File: src/ipaf_pkg.sv
// constants for the input port and alternate function clock routing block
// =====================================================================
// Functional notes
// - external 16X clock is divided by sixteen to form bit rate
// - external 1X clock is used directly as bit clock
// - reading pin status register returns live unlatched pin levels
// - bit n reads 1 when pin n high, 0 when low
// - pin status reads real level even when pin has alternate use
// - pin 0 is channel A send permit when its mode two bit 4 set
// - pin 1 is channel B send permit when its mode two bit 4 set
// - send permit is active low; low level allows sending
// - pin 2 clocks counter/timer when auxiliary bits 6:4 equal 000
// - pin 2 clocks channel B receiver when its select high nibble E/F
// - pin 3 clocks channel A transmitter when its select low nibble E/F
// - pin 4 clocks channel A receiver when its select high nibble E/F
// - pin 5 clocks channel B transmitter when its select low nibble E/F
// - selectors offer 13 generator rates (codes 0-C), timer output and pin clocks
// - timer output source is treated as 16X and divided by sixteen
`default_nettype none
package ipaf_pkg;
   // =================================================================
   // register map
   localparam logic [3:0] ADDR_PIN_LEVELS  = 4'h0;
   localparam logic [3:0] ADDR_MODE_TWO_A  = 4'h1;
   localparam logic [3:0] ADDR_MODE_TWO_B  = 4'h2;
   localparam logic [3:0] ADDR_AUX_CTRL    = 4'h3;
   localparam logic [3:0] ADDR_CLK_SEL_A   = 4'h4;
   localparam logic [3:0] ADDR_CLK_SEL_B   = 4'h5;
   // =================================================================
   // fields and values
   localparam int         PIN_COUNT        = 6;
   localparam int         SEND_PERMIT_BIT  = 4;
   localparam int         TIMER_SRC_LSB    = 4;
   localparam logic [2:0] TIMER_SRC_PIN    = 3'h0;
   localparam logic [3:0] SEL_EXT_16X      = 4'hE;
   localparam logic [3:0] SEL_EXT_1X       = 4'hF;
   localparam logic [3:0] SEL_TIMER        = 4'hD;
   localparam logic [4:0] GEN_RATE_COUNT   = 5'h17;
   localparam logic [3:0] DIV_16_LAST      = 4'hF;
   localparam logic [7:0] REG_RESET        = 8'h00;
endpackage : ipaf_pkg
`default_nettype wire

File: src/ipaf_top.sv
// input port with alternate function clock and send permit routing
//
// Implementation choices: strobed register access and the address map.
`default_nettype none
module ipaf_top (
   // clock and reset
   input  wire logic        ref_clk,
   input  wire logic        reset,
   // register port
   input  wire logic [3:0]  reg_addr,
   input  wire logic [7:0]  reg_wdata,
   input  wire logic        reg_wr,
   input  wire logic        reg_rd,
   output logic      [7:0]  reg_rdata,
   // input pins
   input  wire logic [5:0]  in_pins,
   // internal clock sources
   input  wire logic [22:0] gen_rate_tick,
   input  wire logic        timer_out_tick,
   // routed functions
   output logic             chan_a_send_ok,
   output logic             chan_b_send_ok,
   output logic             timer_ext_clock,
   output logic             chan_a_tx_bit_tick,
   output logic             chan_a_rx_bit_tick,
   output logic             chan_b_tx_bit_tick,
   output logic             chan_b_rx_bit_tick,
   output logic             chan_a_tx_samp_tick,
   output logic             chan_a_rx_samp_tick,
   output logic             chan_b_tx_samp_tick,
   output logic             chan_b_rx_samp_tick
);
   // =================================================================
   // state
   typedef struct packed {
      logic [5:0] sync1;
      logic [5:0] sync2;
      logic [5:0] prev;
      logic [7:0] mode_two_a;
      logic [7:0] mode_two_b;
      logic [7:0] aux_ctrl;
      logic [7:0] clk_sel_a;
      logic [7:0] clk_sel_b;
      logic [15:0] div_cnt;
      logic [3:0] bit_tick;
      logic [3:0] samp_tick;
      logic       timer_clk;
      logic       send_a;
      logic       send_b;
      logic [7:0] rdata;
   } ipaf_state_t;

   ipaf_state_t s_q;
   ipaf_state_t s_d;
   logic [5:0]  rise;
   logic [3:0]  sel_code [4];
   logic [3:0]  ext_rise;

   // =================================================================
   // channel clock selection: 0 tx a, 1 rx a, 2 tx b, 3 rx b
   assign rise = s_q.sync2 & ~s_q.prev;
   assign sel_code[0] = s_q.clk_sel_a[3:0];
   assign sel_code[1] = s_q.clk_sel_a[7:4];
   assign sel_code[2] = s_q.clk_sel_b[3:0];
   assign sel_code[3] = s_q.clk_sel_b[7:4];
   assign ext_rise[0] = rise[3];
   assign ext_rise[1] = rise[4];
   assign ext_rise[2] = rise[5];
   assign ext_rise[3] = rise[2];

   always_comb
   begin
      s_d       = s_q;
      s_d.sync1 = in_pins;
      s_d.sync2 = s_q.sync1;
      s_d.prev  = s_q.sync2;
      s_d.rdata = 8'h00;
      // register port
      if (reg_wr)
      begin
         case (reg_addr)
            ipaf_pkg::ADDR_MODE_TWO_A: s_d.mode_two_a = reg_wdata;
            ipaf_pkg::ADDR_MODE_TWO_B: s_d.mode_two_b = reg_wdata;
            ipaf_pkg::ADDR_AUX_CTRL:   s_d.aux_ctrl   = reg_wdata;
            ipaf_pkg::ADDR_CLK_SEL_A:  s_d.clk_sel_a  = reg_wdata;
            ipaf_pkg::ADDR_CLK_SEL_B:  s_d.clk_sel_b  = reg_wdata;
            default: ;
         endcase
      end
      if (reg_rd)
      begin
         case (reg_addr)
            ipaf_pkg::ADDR_PIN_LEVELS:
               s_d.rdata = {2'h0, s_q.sync2};
            ipaf_pkg::ADDR_MODE_TWO_A: s_d.rdata = s_q.mode_two_a;
            ipaf_pkg::ADDR_MODE_TWO_B: s_d.rdata = s_q.mode_two_b;
            ipaf_pkg::ADDR_AUX_CTRL:   s_d.rdata = s_q.aux_ctrl;
            ipaf_pkg::ADDR_CLK_SEL_A:  s_d.rdata = s_q.clk_sel_a;
            ipaf_pkg::ADDR_CLK_SEL_B:  s_d.rdata = s_q.clk_sel_b;
            default:                   s_d.rdata = 8'h00;
         endcase
      end
      // send permit, active low pin; permitted when function off
      s_d.send_a = !s_q.mode_two_a[ipaf_pkg::SEND_PERMIT_BIT]
                   || !s_q.sync2[0];
      s_d.send_b = !s_q.mode_two_b[ipaf_pkg::SEND_PERMIT_BIT]
                   || !s_q.sync2[1];
      // counter/timer external clock
      s_d.timer_clk = (s_q.aux_ctrl[ipaf_pkg::TIMER_SRC_LSB +: 3]
                       == ipaf_pkg::TIMER_SRC_PIN) && rise[2];
      // per direction clock
      for (int i = 0; i < 4; i++)
      begin
         logic samp;
         logic div_en;
         samp   = 1'b0;
         div_en = 1'b0;
         s_d.bit_tick[i] = 1'b0;
         if (sel_code[i] == ipaf_pkg::SEL_EXT_1X)
            s_d.bit_tick[i] = ext_rise[i];
         else if (sel_code[i] == ipaf_pkg::SEL_EXT_16X)
         begin
            samp   = ext_rise[i];
            div_en = 1'b1;
         end
         else if (sel_code[i] == ipaf_pkg::SEL_TIMER)
         begin
            samp   = timer_out_tick;
            div_en = 1'b1;
         end
         else if ({1'b0, sel_code[i]} < ipaf_pkg::GEN_RATE_COUNT)
         begin
            samp   = gen_rate_tick[sel_code[i]];
            div_en = 1'b1;
         end
         s_d.samp_tick[i] = samp;
         if (!div_en)
            s_d.div_cnt[4*i +: 4] = 4'h0;
         else if (samp)
         begin
            s_d.div_cnt[4*i +: 4] = s_q.div_cnt[4*i +: 4] + 4'h1;
            s_d.bit_tick[i] = (s_q.div_cnt[4*i +: 4]
                               == ipaf_pkg::DIV_16_LAST);
         end
      end
   end

   always_ff @(posedge ref_clk)
   begin
      if (reset)
      begin
         s_q <= '0;
         s_q.mode_two_a <= ipaf_pkg::REG_RESET;
         s_q.mode_two_b <= ipaf_pkg::REG_RESET;
         s_q.aux_ctrl   <= ipaf_pkg::REG_RESET;
         s_q.clk_sel_a  <= ipaf_pkg::REG_RESET;
         s_q.clk_sel_b  <= ipaf_pkg::REG_RESET;
         s_q.send_a <= 1'b1;
         s_q.send_b <= 1'b1;
      end
      else
         s_q <= s_d;
   end

   // =================================================================
   // outputs
   assign reg_rdata           = s_q.rdata;
   assign chan_a_send_ok      = s_q.send_a;
   assign chan_b_send_ok      = s_q.send_b;
   assign timer_ext_clock     = s_q.timer_clk;
   assign chan_a_tx_bit_tick  = s_q.bit_tick[0];
   assign chan_a_rx_bit_tick  = s_q.bit_tick[1];
   assign chan_b_tx_bit_tick  = s_q.bit_tick[2];
   assign chan_b_rx_bit_tick  = s_q.bit_tick[3];
   assign chan_a_tx_samp_tick = s_q.samp_tick[0];
   assign chan_a_rx_samp_tick = s_q.samp_tick[1];
   assign chan_b_tx_samp_tick = s_q.samp_tick[2];
   assign chan_b_rx_samp_tick = s_q.samp_tick[3];
endmodule : ipaf_top
`default_nettype wire

File: config.mk
export PLATFORM = sky130hd
export DESIGN_NAME = ipaf_top
export DESIGN_NICKNAME = d
export VERILOG_FILES = /design/src/ipaf_pkg.sv /design/src/ipaf_top.sv
export SDC_FILE = /design/constraint.sdc
export NUM_CORES = 1
export LEC_CHECK = 0
export BUFFER_PORTS_ARGS = -buffer_cell sky130_fd_sc_hd__buf_2
export CAP_MARGIN = 25
export CORE_MARGIN = 10
export CORE_UTILIZATION = 45
export DETAILED_ROUTE_END_ITERATION = 7
export PLACE_DENSITY = 0.65
export SYNTH_ARGS = -nofsm -noshare
export SYNTH_HDL_FRONTEND = slang
export SYNTH_SLANG_ARGS = --single-unit
File: constraint.sdc
create_clock -name ref_clk -period 5.2 [get_ports ref_clk]
set_input_delay 1.04 -clock ref_clk [delete_from_list [all_inputs] [get_ports ref_clk]]
set_output_delay 1.04 -clock ref_clk [all_outputs]
set_load 0.01 [all_outputs]
======== Word-level counts from Yosys, hierarchy flattened ========
Cells that the tools add are included.
operators by class
  $add $sub $neg .......................... 4
  multiply operators ...................... 0
  divide/modulo/power cells ............... 0
  $lt $le $gt $ge ......................... 8
  eq/ne operators ......................... 21
  shift operators ......................... 0
  mux-type cells .......................... 53
  bitwise logic cells ..................... 7
  reductions and logical operators ........ 19
operators by type and width
  operator               number
  $eq A4 B4 Y1 const B   16
  $mux W1                48
  $pmux W8 S6            1
  $lt A4 B6 Y1 const B   4
  $lt A4 B5 Y1 const B   4
  $add A4 B1 Y4 const B  4
  $bmux W1 S4            4
  $reduce_and A2 Y1      5
  $reduce_or A2 Y1       5
  $eq A4 B2 Y1 const B   2
  $eq A4 B3 Y1 const B   2
  $and A6 B6 Y6          1
  $not A6 Y6             1
  $not A1 Y1             5
  $eq A4 B1 Y1 const B   1
  $logic_not A1 Y1       4
  $logic_not A4 Y1       1
  $logic_not A3 Y1       1
  $logic_or A1 B1 Y1     2
  $logic_and A1 B1 Y1    1
word-level totals
  register bits ........................... 93
  bits in latches ......................... 0
  bits in writable memories ............... 0
  bits in read-only memories .............. 0
  bits of input ports ..................... 46
  output and inout port bits .............. 19
  word-level logic and storage cells ...... 130
  memories kept ........................... 0

======== Longest topological paths before layout ========
  depth after elaboration ................. 8
  mapped depth ............................ 7
  mapped depth without buffers ............ 6

======== Worst setup path after synthesis ========
OpenSTA, ideal clock, no wires.
  kind .................................... input-to-reg
  from .................................... input port gen_rate_tick[3]
  to ...................................... register s_q, in the netlist chan_a_rx_bit_tick
  setup time .............................. 0.116 ns
  arrival ................................. 2.367 ns
  required time ........................... 5.084 ns
  slack ................................... 2.716 ns
  stages .................................. 6
  buffers on the path ..................... 0
  path through ............................ mux4_2 nor2b_1 a211oi_1 a31oi_2 and2_1 a41o_1
between the ends
  cells in the longest elaborated chain, start to end .. 8
RTL lines
  element                        line             source
  from (decl)                    ipaf_top.sv:18   input wire logic [22:0] gen_rate_tick,
  $bmux W1 S4                    ipaf_top.sv:133  samp = gen_rate_tick[sel_code[i]];
  $mux W1 (not written as such)  ipaf_top.sv:133
  $mux W1                        ipaf_top.sv:131  else if ({1'b0, sel_code[i]} < ipaf_pkg::GEN_RATE_COUNT)
  $mux W1                        ipaf_top.sv:126  else if (sel_code[i] == ipaf_pkg::SEL_TIMER)
  $mux W1                        ipaf_top.sv:121  else if (sel_code[i] == ipaf_pkg::SEL_EXT_16X)
  $mux W1                        ipaf_top.sv:119  if (sel_code[i] == ipaf_pkg::SEL_EXT_1X)
  $mux W1                        ipaf_top.sv:139  else if (samp)
  $mux W1                        ipaf_top.sv:137  if (!div_en)
  to (decl)                      ipaf_top.sv:53   ipaf_state_t s_q;
Every way passes these cells. The select of a mux whose other input is x is not followed.
A chain may end at the register's enable or synchronous reset.

======== Final worst setup path ========
  from .................................... input port reg_addr[0]
  to ...................................... register s_q[73] (netlist name)
between the ends
  cells in the longest elaborated chain, start to end .. 2
RTL lines
  element                      line            source
  from (decl)                  ipaf_top.sv:10  input wire logic [3:0] reg_addr,
  $eq A4 B1 Y1                 ipaf_top.sv:81  case (reg_addr)
  $reduce_and A2 Y1 (no line)  n/a
Every way passes these cells.

==> impl_results.rst <==
.. list-table::
   :header-rows: 1

   * - Metric
     - Value
   * - Deepest clock path buffer count
     - 2
   * - Sort of element at the start of the critical path
     - primary input
   * - Setup-failing EPs final
     - 0
   * - Share of the synthesized area in the top cell type
     - 41.67%
   * - Most common cell in the netlist
     - sky130_fd_sc_hd__dfxtp_1
   * - Cell type contributing the most total cell area after synthesis
     - sky130_fd_sc_hd__dfxtp_1
   * - Flop pwr share
     - 53.8%
   * - Netlist area before placement
     - 0.004372 mm2
   * - Port buffer count
     - 56
   * - Initial antenna violation count
     - 0
   * - Top flip-flop cell by instance count after synthesis
     - sky130_fd_sc_hd__dfxtp_1
   * - Dominant cells by area after synthesis
     - sky130_fd_sc_hd__dfxtp_1, sky130_fd_sc_hd__mux2i_1, sky130_fd_sc_hd__mux4_2
   * - Area added between synthesis and finish
     - 10.76%
   * - Setup repair after global routing missed its margin
     - false
   * - Internal power
     - 1008 uW
   * - Critical path data required time
     - 5.45 ns
   * - Post-Synthesis Net Count
     - 511
   * - Cells after Synth
     - 461
   * - Total of cells resized after clock tree synthesis
     - 0
   * - Clk_lat worst skew
     - 0.37 ns
   * - Grt total ovfl
     - 0
   * - Number of buffers inserted during clock tree synthesis
     - 9
   * - Post-route insts no fill
     - 626
   * - Ratio of final minimum period to clock period
     - 49.14%
   * - PD cells
     - 281.1 mW/mm2
   * - N_diodes
     - 0
   * - Max-slew violation count
     - 0
   * - Kind of end point of the critical path
     - flop
   * - Width of the die
     - 118.6 um
   * - Data arrival time of the critical path
     - 2.81 ns
   * - Top Ports
     - 65
   * - Slew at the pin with the worst max-slew slack
     - 0.7401 ns
   * - Fraction of power spent switching nets
     - 25.95%
   * - Number of buffers inserted to repair setup after CTS
     - 0
   * - Total wire length
     - 10550 um
   * - Combinational Power Share
     - 8.7%
   * - Post-synthesis async set-or-reset flop share
     - 0%
   * - CTS tree
     - done
   * - Netlist cell types
     - 52
   * - Clock-pin slew on the worst setup and hold paths
     - 0.09 ns
   * - Number of cells in the design after placement
     - 610
   * - Root Driver
     - sky130_fd_sc_hd__clkbuf_8
   * - H-tree depth
     - 3
   * - WL per Instance
     - 16.85 um
   * - Syn avg cell area
     - 9.483 um2
   * - Worst Path Class, Setup
     - primary input to flop
   * - Detailed-router iteration count before antenna repair
     - 4
   * - Outcome
     - finished, final reports clean
   * - Placed wire-length estimate after detailed placement
     - 7667 um
   * - Hold WS
     - 0.4356 ns
   * - Wire length of the first global-routing pass
     - 17330 um
   * - EDFF count, synth
     - 0
   * - DRC violations left
     - 0
   * - Chip height
     - 118.6 um
   * - Ys Warns
     - 0
   * - Sequential fraction of the synthesis area
     - 41.67%
   * - Power dissipated by switching net loads
     - 353.2 uW
   * - Total via count in the routed design
     - 3468
   * - Hold Path Class
     - flop to flop
   * - Worst rel slew slack
     - 50.29%
   * - Hold Vio Cnt, Final
     - 0
   * - Setup clock skew after layout
     - 0.007336 ns
   * - Core Rows
     - 35
   * - Routability congestion estimate from global placement
     - 0.8420
   * - Core occupancy in the finished layout
     - 51.67%
   * - Remaining antenna violation count
     - 0
   * - Time the final worst path needs with I/O delays and setup
     - 2.555 ns
   * - Via density per instance
     - 5.540
   * - Pin count of the biggest net entering global routing
     - 34
   * - Max-cap viol count
     - 0
   * - Final-layout setup total negative slack
     - 0 ns
   * - Worst r2r path cells
     - 6
   * - Sink Count
     - 91
   * - CP max FO
     - 22
   * - Leak Pwr
     - 0.001897 uW
   * - Overall track demand over capacity in global routing
     - 15.02%
   * - Worst-case vdd ir drop
     - 0.1462 mV
   * - Fraction of final layout cells sized beyond drive strength 1
     - 19.52%
   * - Worst Hold Depth
     - 1
   * - Hold buffer count at cts
     - 0
   * - Register bit total from synthesis
     - 91
   * - Via count of the first global-routing pass
     - 3470
   * - Core region area
     - 0.009371 mm2
   * - Initial detailed-routing violation count
     - 221
   * - Starting density of the core
     - 46.65%
   * - Commonest cells post-synth
     - sky130_fd_sc_hd__dfxtp_1, sky130_fd_sc_hd__mux2i_1, sky130_fd_sc_hd__nor2_1, sky130_fd_sc_hd__nand2_1, sky130_fd_sc_hd__nor2b_1
   * - Maximum clock rate
     - 391.4 MHz
   * - Total Nets Final
     - 542
   * - Die Outline Area
     - 0.01406 mm2
   * - Proportion of power drawn by the clock network
     - 37.5%
   * - Fill cell count
     - 878
stage by stage:
step / power [uW] / area (um2) / setup WS (ns)
floorplan: 823.4 / 4372 / 2.716
global placement: 864.6 / 4633 / 2.321
detailed placement: 867.7 / 4633 / 2.275
CTS: 1376 / 4842 / 2.674
global route: 1417 / 4842 / 2.509
finish: 1361 / 4842 / 2.645
cell families (layout without fill, tap and decap cells):
family                   after synthesis  after routing  share of synthesized area [%]
AO/OA/AOI/OAI                         73             73                          11.74
XOR/XNOR                               4              4                         0.8013
adder cells (fa/ha/maj)                4              4                          1.145
buffers and inverters                 44             80                          4.980
flip-flops                            91             91                          41.67
multiplexers                          65             65                          17.69
AND/OR/NAND/NOR                      180            180                          21.98
cell type report:
type	count	area, um2	share of cell area [%]
tap	129	161.4	3.333
inverter	6	22.52	0.4651
timing repair buffer	58	295.3	6.098
multi-input combinational	326	2332	48.17
clock inverter	6	71.32	1.473
clock buffer	10	137.6	2.842
sequential	91	1822	37.62
layout by cell type, fill, tap and decap left out, types with 3 or more instances in the layout:
| cell | Yosys | final |
|---|---|---|
| sky130_fd_sc_hd__xor2_1 | 4 | 4 |
| sky130_fd_sc_hd__a22oi_1 | 10 | 10 |
| sky130_fd_sc_hd__inv_1 | 6 | 6 |
| sky130_fd_sc_hd__nand4_1 | 5 | 5 |
| sky130_fd_sc_hd__a41o_1 | 3 | 3 |
| sky130_fd_sc_hd__and2_1 | 7 | 7 |
| sky130_fd_sc_hd__o22a_1 | 3 | 3 |
| sky130_fd_sc_hd__buf_2 | 8 | 56 |
| sky130_fd_sc_hd__ha_1 | 4 | 4 |
| sky130_fd_sc_hd__nand3_1 | 20 | 20 |
| sky130_fd_sc_hd__dfxtp_1 | 91 | 91 |
| sky130_fd_sc_hd__mux4_2 | 9 | 9 |
| sky130_fd_sc_hd__nand2b_1 | 9 | 9 |
| sky130_fd_sc_hd__o21ai_0 | 12 | 12 |
| sky130_fd_sc_hd__nor2_1 | 47 | 47 |
| sky130_fd_sc_hd__mux2_2 | 8 | 8 |
| sky130_fd_sc_hd__nor3_1 | 3 | 3 |
| sky130_fd_sc_hd__nor2b_1 | 27 | 27 |
| sky130_fd_sc_hd__o22ai_1 | 3 | 3 |
| sky130_fd_sc_hd__a21o_1 | 3 | 3 |
| sky130_fd_sc_hd__nor3b_1 | 10 | 10 |
| sky130_fd_sc_hd__a21oi_1 | 19 | 19 |
| sky130_fd_sc_hd__clkbuf_8 | 0 | 10 |
| sky130_fd_sc_hd__a211oi_1 | 5 | 5 |
| sky130_fd_sc_hd__mux2i_1 | 48 | 48 |
| sky130_fd_sc_hd__nand4b_1 | 4 | 4 |
| sky130_fd_sc_hd__nand3b_1 | 5 | 5 |
| sky130_fd_sc_hd__nand2_1 | 30 | 30 |
worst max-delay path, cell delays in order:
cell and delay [ns]:
sky130_fd_sc_hd__buf_2 0.38, sky130_fd_sc_hd__nor2b_1 0.42, sky130_fd_sc_hd__nand3_1 0.58, sky130_fd_sc_hd__mux2i_1 0.32
sky130_fd_sc_hd__nor2_1 0.05
path summary, 6_finish.rpt:
path | endpoint | slack [ns] | startpoint
worst min register to register | chan_b_send_ok$_SDFF_PP1_ | 0.44 | s_q[63]$_SDFFE_PP0P_
worst max register to register | chan_a_tx_bit_tick$_SDFF_PP0_ | 2.85 | s_q[44]$_SDFFE_PP0P_
worst min-delay path | chan_b_send_ok$_SDFF_PP1_ | 0.44 | s_q[63]$_SDFFE_PP0P_
worst max-delay path | s_q[73]$_SDFFE_PP0P_ | 2.64 | reg_addr[0]
routing by layer:
layer | share of wire (%) | global-route usage, %
met5 | 0 | 0
met4 | 2.0 | 5.115
met3 | 5.7 | 4.664
met2 | 48 | 24.72
met1 | 44 | 18.13
registers in the layout (all words and copies together) (netlist names):
name	count
s_q	60
s_d	12
reg_rdata	8
chan_a_rx_bit_tick	1
chan_a_rx_samp_tick	1
chan_a_send_ok	1
chan_a_tx_bit_tick	1
chan_a_tx_samp_tick	1
chan_b_rx_bit_tick	1
chan_b_rx_samp_tick	1
chan_b_send_ok	1
chan_b_tx_bit_tick	1
chan_b_tx_samp_tick	1
timer_ext_clock	1
power by group through the flow:
stage / Combinational, uW / Sequential, uW / Clock, uW
after floorplan: 80.5 / 743 / 0
after global placement: 117 / 748 / 0
after detailed placement: 119 / 749 / 0
after CTS: 120 / 732 / 524
after global routing: 134 / 735 / 548
final: 119 / 732 / 510
Power figures use the tool's default switching activity.
